`src/rtl/aar_pkg.sv`:
```
// ----------------------------------------------------------------------------
// Alarm register bank constants
// ----------------------------------------------------------------------------
package aar_pkg;

   // ----------------------------------------------------------------------------
   // Register byte offsets on the Wishbone bus
   // ----------------------------------------------------------------------------
   localparam logic [7:0] ALARM_STATUS_OFS = 8'h20;
   localparam logic [7:0] HIGH_TH_OFS      = 8'h24;
   localparam logic [7:0] LOW_TH_OFS       = 8'h28;
   localparam logic [7:0] IRQ_STATUS_OFS   = 8'h30;
   localparam logic [7:0] IRQ_CLEAR_OFS    = 8'h34;
   localparam logic [7:0] IRQ_ENABLE_OFS   = 8'h38;

   // ----------------------------------------------------------------------------
   // Flag vector layout (tripped flags, interrupt status and enable)
   // ----------------------------------------------------------------------------
   localparam int NUM_FLAGS         = 4;
   localparam int FLAG_INPUT_HIGH   = 0;
   localparam int FLAG_INPUT_LOW    = 1;
   localparam int FLAG_SUPPLY_HIGH  = 2;
   localparam int FLAG_SUPPLY_LOW   = 3;

   // ----------------------------------------------------------------------------
   // Alarm status field positions
   // ----------------------------------------------------------------------------
   localparam int ACT_SUPPLY_LOW_BIT   = 15;
   localparam int ACT_SUPPLY_HIGH_BIT  = 14;
   localparam int ACT_INPUT_LOW_BIT    = 11;
   localparam int ACT_INPUT_HIGH_BIT   = 10;
   localparam int LAT_SUPPLY_LOW_BIT   = 7;
   localparam int LAT_SUPPLY_HIGH_BIT  = 6;
   localparam int LAT_INPUT_LOW_BIT    = 5;
   localparam int LAT_INPUT_HIGH_BIT   = 4;
   localparam int OVERALL_BIT          = 0;

   // ----------------------------------------------------------------------------
   // Threshold register fields and reset values
   // ----------------------------------------------------------------------------
   localparam int HYST_LSB             = 24;
   localparam int HYST_USED_LSB        = 6;
   localparam int TH_CMP_LSB           = 4;
   localparam logic [7:0]  HYST_RST    = 8'h00;
   localparam logic [15:0] HIGH_TH_RST = 16'hffff;
   localparam logic [15:0] LOW_TH_RST  = 16'h0000;
   localparam logic [31:0] STATUS_RST  = 32'h0000_0000;

endpackage : aar_pkg

```
`src/rtl/aar_sync.sv`:
```
`timescale 1ns/1ps
`default_nettype none

// ----------------------------------------------------------------------------
// Two-stage level synchroniser
// ----------------------------------------------------------------------------
module aar_sync #(
   parameter int WIDTH = 1
) (
   input  wire logic             clk_i,
   input  wire logic             rst_i,
   input  wire logic [WIDTH-1:0] async_i,
   output var  logic [WIDTH-1:0] sync_o
);

   logic [WIDTH-1:0] meta;

   // First stage feeds only the second stage
   always_ff @(posedge clk_i) begin
      if (rst_i) begin
         meta   <= '0;
         sync_o <= '0;
      end else begin
         meta   <= async_i;
         sync_o <= meta;
      end
   end

endmodule : aar_sync

`default_nettype wire

```
`src/rtl/aar_flag.sv`:
```
`timescale 1ns/1ps
`default_nettype none

// ----------------------------------------------------------------------------
// Sticky flag vector, set wins over clear
// ----------------------------------------------------------------------------
module aar_flag #(
   parameter int WIDTH = 4
) (
   input  wire logic             clk_i,
   input  wire logic             rst_i,
   input  wire logic [WIDTH-1:0] set_i,
   input  wire logic [WIDTH-1:0] clear_i,
   output var  logic [WIDTH-1:0] flag_o
);

   logic [WIDTH-1:0] next_flag;

   // An event in the clearing cycle must not be lost
   always_comb begin
      next_flag = (flag_o & ~clear_i) | set_i;
   end

   always_ff @(posedge clk_i) begin
      if (rst_i) begin
         flag_o <= '0;
      end else begin
         flag_o <= next_flag;
      end
   end

endmodule : aar_flag

`default_nettype wire

```
`src/rtl/aar_top.sv`:
```
// Our own choice: the Wishbone slave port.
`timescale 1ns/1ps
`default_nettype none

// Contract
// - Bit 15 shows live supply-low condition
// - Bit 14 shows live supply-high condition
// - Bits 11,10 show live input alarm flags
// - Bits 7,6 latch supply low/high alarms
// - Bits 5,4 latch input alarm flags
// - Bit 0 is OR of latched flags
// - Status read-only, zero reset, reserved zero
// - Hysteresis byte bits 31-24, top two used
// - High threshold resets FFFFh, compares [15:4]
// - Low threshold resets 0000h, compares [15:4]
// - Status register at byte 20h-23h
// - High threshold at 24h-27h, 23-16 zero
// - Low threshold at 28h-2Bh, upper half zero
module aar_top #(
   parameter int ADDR_W = 8,
   parameter int CODE_W = 12
) (
   input  wire logic              clk_i,
   input  wire logic              rst_i,
   input  wire logic              wb_cyc_i,
   input  wire logic              wb_stb_i,
   input  wire logic              wb_we_i,
   input  wire logic [ADDR_W-1:0] wb_adr_i,
   input  wire logic [3:0]        wb_sel_i,
   input  wire logic [31:0]       wb_dat_i,
   output var  logic [31:0]       wb_dat_o,
   output var  logic              wb_ack_o,
   input  wire logic [CODE_W-1:0] conv_data_i,
   input  wire logic              conv_valid_i,
   input  wire logic              supply_low_i,
   input  wire logic              supply_high_i,
   output var  logic              overall_alarm_o,
   output var  logic              irq_o
);

   localparam int NF = aar_pkg::NUM_FLAGS;

   // ----------------------------------------------------------------------------
   // Declarations
   // ----------------------------------------------------------------------------
   logic [1:0]        supply_sync;
   logic              act_supply_low;
   logic              act_supply_high;
   logic              act_input_high;
   logic              act_input_low;
   logic              next_act_input_high;
   logic              next_act_input_low;
   logic [NF-1:0]     active_vec;
   logic [NF-1:0]     active_prev;
   logic [NF-1:0]     tripped;
   logic [NF-1:0]     trip_clear;
   logic [NF-1:0]     irq_status;
   logic [NF-1:0]     irq_set;
   logic [NF-1:0]     irq_clear;
   logic [NF-1:0]     irq_enable;
   logic [NF-1:0]     next_irq_enable;
   logic [7:0]        hyst_byte;
   logic [7:0]        next_hyst_byte;
   logic [15:0]       high_th;
   logic [15:0]       next_high_th;
   logic [15:0]       low_th;
   logic [15:0]       next_low_th;
   logic              take;
   logic              take_wr;
   logic              take_rd;
   logic [ADDR_W-1:0] word_adr;
   logic [31:0]       status_word;
   logic [31:0]       next_dat;
   logic              next_ack;
   logic              next_overall;
   logic              next_irq;
   logic [CODE_W-1:0] th_hi_cmp;
   logic [CODE_W-1:0] th_lo_cmp;
   logic [1:0]        hyst_val;
   logic [CODE_W:0]   code_plus_hyst;
   logic [CODE_W:0]   lo_plus_hyst;

   // ----------------------------------------------------------------------------
   // Supply comparators arrive from the analog side
   // ----------------------------------------------------------------------------
   // Pins are asynchronous; two flops before any logic reads them
   aar_sync #(
      .WIDTH   (2)
   ) u_supply_sync (
      .clk_i   (clk_i),
      .rst_i   (rst_i),
      .async_i ({supply_high_i, supply_low_i}),
      .sync_o  (supply_sync)
   );

   // Live supply conditions follow the synchronised pins
   assign act_supply_low  = supply_sync[0];
   assign act_supply_high = supply_sync[1];

   // ----------------------------------------------------------------------------
   // Input window comparison
   // ----------------------------------------------------------------------------
   // Only the upper twelve threshold bits take part
   assign th_hi_cmp      = high_th[15:aar_pkg::TH_CMP_LSB];
   assign th_lo_cmp      = low_th[15:aar_pkg::TH_CMP_LSB];
   assign hyst_val       = hyst_byte[7:aar_pkg::HYST_USED_LSB];
   assign code_plus_hyst = {1'b0, conv_data_i} + {{(CODE_W - 1){1'b0}}, hyst_val};
   assign lo_plus_hyst   = {1'b0, th_lo_cmp} + {{(CODE_W - 1){1'b0}}, hyst_val};

   // Set past the threshold; release only once back by the hysteresis.
   // Flags change only on a fresh conversion, so a stale code never moves them.
   always_comb begin
      next_act_input_high = act_input_high;
      next_act_input_low  = act_input_low;
      if (conv_valid_i) begin
         if (act_input_high) begin
            next_act_input_high = code_plus_hyst > {1'b0, th_hi_cmp};
         end else begin
            next_act_input_high = conv_data_i > th_hi_cmp;
         end
         if (act_input_low) begin
            next_act_input_low = {1'b0, conv_data_i} < lo_plus_hyst;
         end else begin
            next_act_input_low = conv_data_i < th_lo_cmp;
         end
      end
   end

   // Live input flags start quiet after reset
   always_ff @(posedge clk_i) begin
      if (rst_i) begin
         act_input_high <= 1'b0;
         act_input_low  <= 1'b0;
      end else begin
         act_input_high <= next_act_input_high;
         act_input_low  <= next_act_input_low;
      end
   end

   // ----------------------------------------------------------------------------
   // Live flag vector and edge history
   // ----------------------------------------------------------------------------
   // One bit order shared by latched, interrupt and enable vectors
   always_comb begin
      active_vec                            = '0;
      active_vec[aar_pkg::FLAG_INPUT_HIGH]  = act_input_high;
      active_vec[aar_pkg::FLAG_INPUT_LOW]   = act_input_low;
      active_vec[aar_pkg::FLAG_SUPPLY_HIGH] = act_supply_high;
      active_vec[aar_pkg::FLAG_SUPPLY_LOW]  = act_supply_low;
   end

   // History idles at zero, so no false onset follows reset
   always_ff @(posedge clk_i) begin
      if (rst_i) begin
         active_prev <= '0;
      end else begin
         active_prev <= active_vec;
      end
   end

   // ----------------------------------------------------------------------------
   // Latched alarm flags
   // ----------------------------------------------------------------------------
   // A status read clears them; a still-present condition sets them again
   assign trip_clear = take_rd && (word_adr == aar_pkg::ALARM_STATUS_OFS) ? '1 : '0;

   // Set wins, so a read never hides a live alarm
   aar_flag #(
      .WIDTH   (NF)
   ) u_tripped (
      .clk_i   (clk_i),
      .rst_i   (rst_i),
      .set_i   (active_vec),
      .clear_i (trip_clear),
      .flag_o  (tripped)
   );

   // ----------------------------------------------------------------------------
   // Interrupt status: one event per new alarm onset
   // ----------------------------------------------------------------------------
   // Onset only: a held condition raises one event, not one per cycle
   assign irq_set   = active_vec & ~active_prev;
   assign irq_clear = take_wr && (word_adr == aar_pkg::IRQ_CLEAR_OFS) ? wb_dat_i[NF-1:0] : '0;

   // Write-one clear; an onset in the same cycle still lands
   aar_flag #(
      .WIDTH   (NF)
   ) u_irq_status (
      .clk_i   (clk_i),
      .rst_i   (rst_i),
      .set_i   (irq_set),
      .clear_i (irq_clear),
      .flag_o  (irq_status)
   );

   // ----------------------------------------------------------------------------
   // Wishbone request decode
   // ----------------------------------------------------------------------------
   // One request per ack; the gap after ack keeps a held strobe from double-firing
   assign take     = wb_cyc_i && wb_stb_i && !wb_ack_o;
   assign take_wr  = take && wb_we_i;
   assign take_rd  = take && !wb_we_i;
   assign word_adr = {wb_adr_i[ADDR_W-1:2], 2'b00};

   // ----------------------------------------------------------------------------
   // Alarm status word
   // ----------------------------------------------------------------------------
   // Reserved positions stay zero; nothing here is writable
   always_comb begin
      status_word                               = aar_pkg::STATUS_RST;
      status_word[aar_pkg::ACT_SUPPLY_LOW_BIT]  = act_supply_low;
      status_word[aar_pkg::ACT_SUPPLY_HIGH_BIT] = act_supply_high;
      status_word[aar_pkg::ACT_INPUT_LOW_BIT]   = act_input_low;
      status_word[aar_pkg::ACT_INPUT_HIGH_BIT]  = act_input_high;
      status_word[aar_pkg::LAT_SUPPLY_LOW_BIT]  = tripped[aar_pkg::FLAG_SUPPLY_LOW];
      status_word[aar_pkg::LAT_SUPPLY_HIGH_BIT] = tripped[aar_pkg::FLAG_SUPPLY_HIGH];
      status_word[aar_pkg::LAT_INPUT_LOW_BIT]   = tripped[aar_pkg::FLAG_INPUT_LOW];
      status_word[aar_pkg::LAT_INPUT_HIGH_BIT]  = tripped[aar_pkg::FLAG_INPUT_HIGH];
      status_word[aar_pkg::OVERALL_BIT]         = |tripped;
   end

   // ----------------------------------------------------------------------------
   // Writable registers with byte lanes
   // ----------------------------------------------------------------------------
   // Host must keep threshold nibbles zero; stored as written, ignored in compare
   always_comb begin
      next_hyst_byte  = hyst_byte;
      next_high_th    = high_th;
      next_low_th     = low_th;
      next_irq_enable = irq_enable;
      if (take_wr) begin
         unique case (word_adr)
            aar_pkg::HIGH_TH_OFS: begin
               if (wb_sel_i[0]) begin
                  next_high_th[7:0] = wb_dat_i[7:0];
               end
               if (wb_sel_i[1]) begin
                  next_high_th[15:8] = wb_dat_i[15:8];
               end
               if (wb_sel_i[3]) begin
                  next_hyst_byte = wb_dat_i[31:aar_pkg::HYST_LSB];
               end
            end
            aar_pkg::LOW_TH_OFS: begin
               if (wb_sel_i[0]) begin
                  next_low_th[7:0] = wb_dat_i[7:0];
               end
               if (wb_sel_i[1]) begin
                  next_low_th[15:8] = wb_dat_i[15:8];
               end
            end
            aar_pkg::IRQ_ENABLE_OFS: begin
               if (wb_sel_i[0]) begin
                  next_irq_enable = wb_dat_i[NF-1:0];
               end
            end
            default: begin
               next_irq_enable = irq_enable;
            end
         endcase
      end
   end

   // Window comes up fully open: high at top, low at bottom
   always_ff @(posedge clk_i) begin
      if (rst_i) begin
         hyst_byte  <= aar_pkg::HYST_RST;
         high_th    <= aar_pkg::HIGH_TH_RST;
         low_th     <= aar_pkg::LOW_TH_RST;
         irq_enable <= '0;
      end else begin
         hyst_byte  <= next_hyst_byte;
         high_th    <= next_high_th;
         low_th     <= next_low_th;
         irq_enable <= next_irq_enable;
      end
   end

   // ----------------------------------------------------------------------------
   // Read data and acknowledge
   // ----------------------------------------------------------------------------
   // Unmapped and write-only words read zero but are still acknowledged,
   // so a stray access never hangs the bus
   always_comb begin
      next_ack = take;
      next_dat = 32'h0000_0000;
      if (take_rd) begin
         unique case (word_adr)
            aar_pkg::ALARM_STATUS_OFS: begin
               next_dat = status_word;
            end
            aar_pkg::HIGH_TH_OFS: begin
               next_dat = {hyst_byte, 8'h00, high_th};
            end
            aar_pkg::LOW_TH_OFS: begin
               next_dat = {16'h0000, low_th};
            end
            aar_pkg::IRQ_STATUS_OFS: begin
               next_dat[NF-1:0] = irq_status;
            end
            aar_pkg::IRQ_ENABLE_OFS: begin
               next_dat[NF-1:0] = irq_enable;
            end
            default: begin
               next_dat = 32'h0000_0000;
            end
         endcase
      end
   end

   // Ack and data leave from flops; data idles at zero
   always_ff @(posedge clk_i) begin
      if (rst_i) begin
         wb_ack_o <= 1'b0;
         wb_dat_o <= 32'h0000_0000;
      end else begin
         wb_ack_o <= next_ack;
         wb_dat_o <= next_dat;
      end
   end

   // ----------------------------------------------------------------------------
   // Registered alarm and interrupt outputs
   // ----------------------------------------------------------------------------
   // One cycle behind the flags, traded for a clean flop-driven pin
   always_comb begin
      next_overall = |tripped;
      next_irq     = |(irq_status & irq_enable);
   end

   // Both pins drop with reset
   always_ff @(posedge clk_i) begin
      if (rst_i) begin
         overall_alarm_o <= 1'b0;
         irq_o           <= 1'b0;
      end else begin
         overall_alarm_o <= next_overall;
         irq_o           <= next_irq;
      end
   end

endmodule : aar_top

`default_nettype wire

```
`config.mk`:
```
export PLATFORM = sky130hd
export DESIGN_NAME = aar_top
export DESIGN_NICKNAME = d
export VERILOG_FILES = /design/src/rtl/aar_pkg.sv /design/src/rtl/aar_sync.sv /design/src/rtl/aar_flag.sv /design/src/rtl/aar_top.sv
export SDC_FILE = /design/constraint.sdc
export NUM_CORES = 1
export LEC_CHECK = 0
export BUFFER_PORTS_ARGS = -buffer_cell sky130_fd_sc_hd__buf_2
export CAP_MARGIN = 0
export CORE_MARGIN = 2
export CORE_UTILIZATION = 50
export CTS_CLUSTER_DIAMETER = 100
export DETAILED_ROUTE_END_ITERATION = 16
export HOLD_SLACK_MARGIN = 0.03
export PLACE_DENSITY = 0.77
export SYNTH_ARGS = -nofsm -noshare
export SYNTH_HDL_FRONTEND = slang
export SYNTH_SLANG_ARGS = --single-unit
```
`constraint.sdc`:
```
create_clock -name clk_i -period 2.5 [get_ports clk_i]
set_input_delay 0 -clock clk_i [delete_from_list [all_inputs] [get_ports clk_i]]
set_output_delay 0 -clock clk_i [all_outputs]
set_load 0.03 [all_outputs]
```
### After elaboration in Yosys (flattened, before gate mapping)

Index checks and enable logic that the tools add are counted.

* word-level logic and storage cells: 62
* input bits: 64
* output and inout bits: 35
* register bits after elaboration: 97

* equality and inequality tests: 6
* reductions and logical operators: 17
* add/sub/neg operators: 2
* bitwise operators: 10
* $lt $le $gt $ge: 4
* muxes and demuxes: 6

Operators by type and width (count)
* case mux 28 bit (3 select lines): 1
* equality test 6 x 4 -> 1 bit (second input constant): 6
* adder 12 x 2 -> 13 bit: 2
* case mux 4 bit (5 select lines): 1
* AND reduction 3 bit: 6
* bitwise AND 4 bit: 4
* > comparator 13 x 12 -> 1 bit: 1
* < comparator 12 x 13 -> 1 bit: 1
* > comparator 12 bit: 1
* < comparator 12 bit: 1
* inverter 4 bit: 3
* 2-to-1 mux 4 bit: 2
* bitwise OR 4 bit: 2
* OR reduction 4 bit: 2
* logical AND 1 bit: 6
* zero test 1 bit: 2
* 2-to-1 mux 1 bit: 2
* OR reduction 2 bit: 1
* inverter 1 bit: 1

### Logic depth before layout (Yosys ltp)

Gate-level depths: netlist of the first run.

* depth after elaboration: 8
* mapped depth: 12
* gate-level depth less buffers: 12

### Hierarchy

Synthesis of the first run repeated with hierarchy kept, for this count alone.

* cells, all modules: 565
* area total of the unflattened synthesis: 4912.2 µm²

By module, submodules not included
* aar_top: times used 1, sequential area each 1541.5 µm², area each 4526.8 µm², cells an instance 525
* aar_flag: times used 2, sequential area each 80.1 µm², area each 140.1 µm², cells an instance 16
* aar_sync: times used 1, sequential area each 80.1 µm², area each 105.1 µm², cells an instance 8

### Least setup slack after synthesis of the first run

Ideal clock, no wire load.

* kind: reg-to-reg
* start point: register hyst_byte[6]
* end point: register act_input_high
* data required time: 2356 ps
* period minus slack after synthesis: 2502 ps
* cell stages (with the launch flop): 13
* path buffers: 0
* library setup time: 144 ps
* arrival time: 2358 ps
* slack: -2 ps
* cells stage by stage: dfxtp_1 > ha_1 > fa_1 > and3_1 > and3_1 > nand3_1 > xnor2_1 > ha_1 > a21o_1 > a21oi_1 > nand3_1 > o21ai_0 > a222oi_1

* longest elaborated chain between the ends: 3

RTL lines
* from (decl): RTL line aar_top.sv:62 `logic [7:0] hyst_byte;`
* from (signal assigned): RTL line aar_top.sv:267 `hyst_byte <= aar_pkg::HYST_RST;`
* from (signal assigned): RTL line aar_top.sv:272 `hyst_byte <= next_hyst_byte;`
* adder 12 x 2 -> 13 bit: RTL line aar_top.sv:107 `assign code_plus_hyst = {1'b0, conv_data_i} + {{(CODE_W - 1){1'b0}}, hyst_val};`
* > comparator 13 x 12 -> 1 bit: RTL line aar_top.sv:117 `next_act_input_high = code_plus_hyst > {1'b0, th_hi_cmp};`
* 2-to-1 mux 1 bit: RTL line aar_top.sv:116 `if (act_input_high) begin`
* to (signal assigned): RTL line aar_top.sv:135 `act_input_high <= next_act_input_high;`
* to (decl): RTL line aar_top.sv:49 `logic act_input_high;`

No other way between the ends.
A chain may end at the register's enable or synchronous reset.

### Final worst setup path of the first run

Same ends and word-level chain as after synthesis.

==> results_dict.tcl, run 1 <==
set metrics [dict create \
    endpoint_kind "flip-flop" \
    power_leakage_nw 2.83 \
    start_util 0.517 \
    slew_headroom 0.583 \
    avgSynthCellArea_um2 9.07 \
    yosys_register_bits 89 \
    path_class "reg -> reg" \
    power_density_nw_per_um2 443 \
    rsz0062_at_grt "yes" \
    reg2reg_from "hyst_byte[6]" \
    core-area_um2 9280 \
    grtUsageTotal 0.248 \
    setup_viol 2 \
    dp_hpwl_mm 9.33 \
    wl_mm 12.6 \
    syn_inst 529 \
    violations "setup timing" \
    async_flop_share 0 \
    crit_chain "ha_4, fa_2, and3_4, and3_4, nand3_4, xnor2_2, ha_1, a21o_1, a21oi_2, nand3_1, o21ai_1, a222oi_1" \
    ff2ff_setup_slack_ps -50 \
    critical-path-top-delay-family "adder cells" \
    die_x_um 102 \
    cts_inserted_buffers 9 \
    drt_iter0_drc 324 \
    cts_tree "yes" \
    row_count 35 \
    routed-via-count 4308 \
    nets 768 \
    place.gp.congestion 0.954 \
    grt_first_pass_wirelength_mm 20.3 \
    grt_overflow 0 \
    dieArea_um2 10400 \
    cpPeakStageDelay_ps 370 \
    path_clk_slew_ps 80 \
    synth-edff-count 0 \
    synth_commonest_cells "dfxtp_1 (89), nor2_1 (60), ha_1 (50), nand2_1 (39), mux2i_1 (36)" \
    ant_nets 0 \
    synth_area_leaders "dfxtp_1 (37%), ha_1 (13%), mux2i_1 (7.5%), nor2_1 (4.7%), o211ai_1 (3.1%)" \
    finish.utilization 0.651 \
    min_period_ps 2550 \
    ys_seq_area_frac 0.371 \
    netlist.area_leader.share 0.371 \
    dp_slack_ps -118 \
    crit_slowest_cell "dfxtp_4" \
    drive_gt1_frac 0.233 \
    first_pass_iters 5 \
    vias_per_cell 5.48 \
    ios 99 \
    whs_endpoint "wb_ack_o" \
    min_path_cells 3 \
    antenna_found_initial 0 \
    worstSetupStartpointType "flip-flop" \
    cts_num_sinks 89 \
    setup_slack_ps -52.8 \
    total_power_mw 2.68 \
    max_freq_mhz 392 \
    outcome "finished, violations left" \
    hp-class "in -> reg" \
    clkLatencyLatePin_ps 360 \
    h-tree-depth 3 \
    critical_path_required_ps 2720 \
    cts-root-buf "clkbuf_8" \
    drv_slew 0 \
    finClkSkew_ps 7.19 \
    clock_path_buffers 2 \
    hold_viol 0 \
    crit_fanout 4 \
    synth_flop_cell "dfxtp_1" \
    worst-slew-pin-transition_ps 625 \
    syn_to_final_growth_pct 25.9 \
    crit_arrival_ps 2770 \
    wl_per_cell_um 16.1 \
    peakVddDrop_v 0.000260 \
    drc 0 \
    min_period_over_period 1.02 \
    netlist_area_um2 4800 \
    portBuffers 79 \
    grt_start_max_net_pins 45 \
    cp_num_buf_inv 0 \
    worst-r2r-cell-count 12 \
    hold_path_startpoint "wb_stb_i" \
    diodes 0 \
    r2r_end "act_input_high" \
    yosysMostFrequentCell "dfxtp_1" \
    yosysUniqueCellTypes 49 \
    grt_pass1_vias 4274 \
    path_common_cell "and3_4" \
    die_h_um 102 \
    synth_area_leader_cell "dfxtp_1" \
    yosysWarnings 0 \
    cap_violations 0 \
]
-- cell type report --
type                            instances  area, µm²
Clock inverter                          3       23.8
Sequential cell                        89       1790
Fill cell                             784       3240
Multi-Input combinational cell        388       2920
Inverter                               33        124
Timing Repair Buffer                  131        868
Clock buffer                           13        159
Tap cell                              129        161
-- stage by stage --
stage               area, µm²  std cells  setup TNS (ps)  hold slack (ps)
floorplan                4830        536               0              124
global placement         5360        737           -69.8              214
detailed placement       5360        737            -187              221
CTS                      5850        781               0             31.8
global route             6040        786            -333             39.3
finish                   6040        786           -55.8             40.6
-- tightest hold or removal path, stage by stage --
cell      delay (ps)
buf_2            100
nand3b_1         180
nor2_1            70
-- power by group --
part           internal, mW  leakage, nW  switching [mW]
Sequential             1.43        0.722         0.00947
Clock                 0.421       0.0863           0.515
Combinational         0.134         2.02           0.173
-- flip-flops by register name, summed over array words and instances (netlist names), 2 cells and up --
| signal | flops |
|---|---|
| u_tripped.flag_o | 4 |
| high_th | 16 |
| active_prev | 4 |
| irq_enable | 4 |
| u_irq_status.flag_o | 4 |
| hyst_byte | 8 |
| wb_dat_o | 24 |
| u_supply_sync.meta | 2 |
| low_th | 16 |
| u_supply_sync.sync_o | 2 |
-- worst max-delay path by stage --
stage	start	end	slack, ps	cells after the start
floorplan	hyst_byte[6]	act_input_high	30	12
global placement	hyst_byte[6]	act_input_high	-70	12
detailed placement	hyst_byte[6]	act_input_high	-120	12
CTS	hyst_byte[6]	act_input_high	10	12
global route	hyst_byte[6]	act_input_high	-180	11
finish	hyst_byte[6]	act_input_high	-50	12
-- cell families after synthesis --
family / after synthesis / synth area share
flops: 89 / 0.371
xor+xnor: 20 / 0.0365
compound gates: 95 / 0.131
simple gates: 173 / 0.176
mux: 40 / 0.0845
fa+ha+maj: 52 / 0.139
buf+inv: 59 / 0.0615
other cells: 1 / 0.000781
-- placed cells by master, fill, tap and decap left out, drive strengths merged, types with 2 or more instances in the layout --
cell type and instances:
a31oi 3, nand2b 6, a21o 8, a22oi 8, ha 50, conb 8, a211oi 5, nor2b 10
nor4 2, buf 103, nand3 14, mux2i 36, mux2 4, o21ai 12, dfxtp 89, nor3b 3
a21oi 28, nand4 8, nand2 39, nor2 61, or4 2, o211ai 20, xnor2 15, clkinvlp 2
fa 2, clkbuf 13, o21bai 2, nor3 5, xor2 5, and2 2, and3 16, dlygate4sd3 28
inv 34, a222oi 4
-- timing repair --
action                                 in CTS  in global routing
setup endpoints to repair                   2                  2
setup buffers                               0                  5
endpoints found under the hold margin      47                  0
hold buffers                               28                  0
pin swaps                                   4                 21
gates resized for setup                    10                 27
-- layer usage --
metal  part of all wire  track usage
met5                  0            0
met4              0.023       0.0749
met1               0.45        0.329
met3              0.057       0.0328
met2               0.47        0.422
Note: power is estimated with default switching activity, not from simulation.
==> run 2: changes to the inputs <==
--- a/config.mk
+++ b/config.mk
@@ -7,12 +7,14 @@
 export LEC_CHECK = 0
 export BUFFER_PORTS_ARGS = -buffer_cell sky130_fd_sc_hd__buf_2
 export CAP_MARGIN = 0
+export CELL_PAD_IN_SITES_DETAIL_PLACEMENT = 0
+export CELL_PAD_IN_SITES_GLOBAL_PLACEMENT = 1
 export CORE_MARGIN = 2
-export CORE_UTILIZATION = 50
+export CORE_UTILIZATION = 37
 export CTS_CLUSTER_DIAMETER = 100
 export DETAILED_ROUTE_END_ITERATION = 16
 export HOLD_SLACK_MARGIN = 0.03
-export PLACE_DENSITY = 0.77
+export PLACE_DENSITY_LB_ADDON = 0.1
 export SYNTH_ARGS = -nofsm -noshare
 export SYNTH_HDL_FRONTEND = slang
 export SYNTH_SLANG_ARGS = --single-unit
==> results_dict.tcl, run 2 (synthesis gave the netlist of run 1 again) <==
set metrics [dict create \
    path_class "reg -> reg" \
    grt_first_pass_wirelength_mm 21.4 \
    power_leakage_nw 2.86 \
    critical_path_required_ps 2700 \
    drv_slew 0 \
    total_power_mw 3.04 \
    antenna_found_initial 0 \
    portBuffers 79 \
    final_common_cell "dfxtp_1" \
    setup_viol 1 \
    fin_cells 829 \
    slew_headroom 0.590 \
    path_clk_slew_ps 70 \
    nets 769 \
    setup_slack_ps -58.9 \
    drive_gt1_frac 0.224 \
    reg2reg_from "hyst_byte[6]" \
    hp-class "in -> reg" \
    drc 0 \
    peakVddDrop_v 0.000314 \
    routed-via-count 4165 \
    dp.cells 785 \
    die_x_um 118 \
    place.gp.congestion 0.852 \
    drt_iter0_drc 230 \
    grt_overflow 0 \
    wl_per_cell_um 16.0 \
    clock_path_buffers 2 \
    h-tree-depth 3 \
    start_util 0.380 \
    row_count 41 \
    die_h_um 118 \
    dp_hpwl_mm 10.2 \
    use_met1 0.250 \
    outcome "finished, violations left" \
    path_common_cell "and3_4" \
    swShare 0.245 \
    diodes 0 \
    placed_area_um2 5450 \
    grt.met2_usage 0.320 \
    worstSetupStartpointType "flip-flop" \
    max_freq_mhz 391 \
    endpoint_kind "flip-flop" \
    core-area_um2 12600 \
    rsz0062_at_grt "yes" \
    p_clk_frac 0.425 \
    finClkSkew_ps 6.01 \
    grt_start_max_net_pins 44 \
    cts-root-buf "clkbuf_16" \
    top_register "wb_dat_o" \
    min_period_ps 2560 \
    ios 99 \
    crit_slowest_cell "dfxtp_4" \
    r2r_end "act_input_high" \
    cts_num_sinks 89 \
    cpPeakStageDelay_ps 360 \
    min_period_over_period 1.02 \
    power_frac_seq 0.475 \
    cts_tree "yes" \
    crit_arrival_ps 2760 \
    worst-slew-pin-transition_ps 615 \
    crit_end "act_input_high" \
    largest_reg_flops 24 \
    cap_violations 0 \
    violations "setup timing" \
    ant_nets 0 \
    power_density_nw_per_um2 496 \
    cts_inserted_buffers 9 \
    p_sw_uw 743 \
    layout_common_cells "dfxtp_1 (87), buf_2 (79), nor2_1 (59)" \
    first_pass_iters 5 \
    grtUsageTotal 0.194 \
    crit_chain "ha_4, fa_2, and3_4, and3_4, nand3_4, xnor2_2, ha_1, a21o_1, a21oi_2, nand3_1, o21ai_1, a222oi_1" \
    use_met3 0.0228 \
    internal_power_mw 2.29 \
    dieArea_um2 13900 \
    ff2ff_setup_slack_ps -60 \
    syn_to_final_growth_pct 27.6 \
    fin_area_um2 6120 \
    grt_pass1_vias 4182 \
    vias_per_cell 5.02 \
    crit_fanout 4 \
    wl_mm 13.3 \
    top_regs "wb_dat_o x24, high_th x16, low_th x16" \
    worst-r2r-cell-count 12 \
    top_usage_layer "met2" \
    cp-startpoint "hyst_byte[6]" \
    p_comb_frac 0.101 \
    hold_viol 0 \
    clkLatencyLatePin_ps 340 \
]
## run 2: timing repair
action / CTS / global route
setup endpoints to repair: 2 / 2
gates resized for setup: 13 / 11
pin swaps: 5 / 8
hold endpoints to repair: 47 / 0
hold buffers: 28 / 0
setup buffers: 0 / 1
## run 2: worst min-delay path by stage
| stage | from | endpoint | slack [ps] | cells after the start |
|---|---|---|---|---|
| CTS | conv_valid_i | act_input_high | 40 | 3 |
| finish | conv_valid_i | act_input_high | 60 | 3 |
| global route | conv_valid_i | act_input_high | 70 | 3 |
| global placement | supply_low_i | u_supply_sync.meta[0] | 210 | 2 |
| detailed placement | supply_high_i | u_supply_sync.meta[1] | 220 | 2 |
| floorplan | wb_dat_i[4] | high_th[4] | 120 | 2 |
## run 2: final cells by class
class	count	area, µm²
flip-flops and latches	89	1790
clock inverters	3	25.0
fillers	1254	6500
multi-input cells	388	2850
clock buffers	12	256
repair buffers	132	863
inverters	33	124
well taps	172	215
## run 2: power by group through the flow
stage	clock, mW	combinational, mW	sequential (mW)
4_1_cts	1.31	0.304	1.44
6_report	1.29	0.306	1.44
5_1_grt	1.37	0.340	1.44
3_5_place_dp	0	0.267	1.47
2_1_floorplan	0	0.158	1.48
3_3_place_gp	0	0.263	1.47
## run 2: layer usage
layer	share of wire	up-vias	wire [µm]
met3	0.036	31	476
met1	0.47	1938	6220
li1	-	2100	-
met4	0.028	0	366
met5	0	-	0
met2	0.47	96	6240
## run 2: through the flow
stage	setup slack, ps	util	hold slack, ps	TNS (ps)
2_1_floorplan	33.0	-	124	0
3_3_place_gp	-86.0	0.432	209	-105
3_5_place_dp	-144	0.432	216	-232
4_1_cts	7.92	0.480	35.6	0
5_1_grt	-154	0.485	72.4	-230
6_report	-58.9	0.485	58.9	-58.9
## run 2: critical path: cells and delay by family (launching register included)
kind	cells	cell delay, ps
compound gates	4	620
xor+xnor	1	70
fa+ha+maj	3	820
flops	1	360
simple gates	4	540
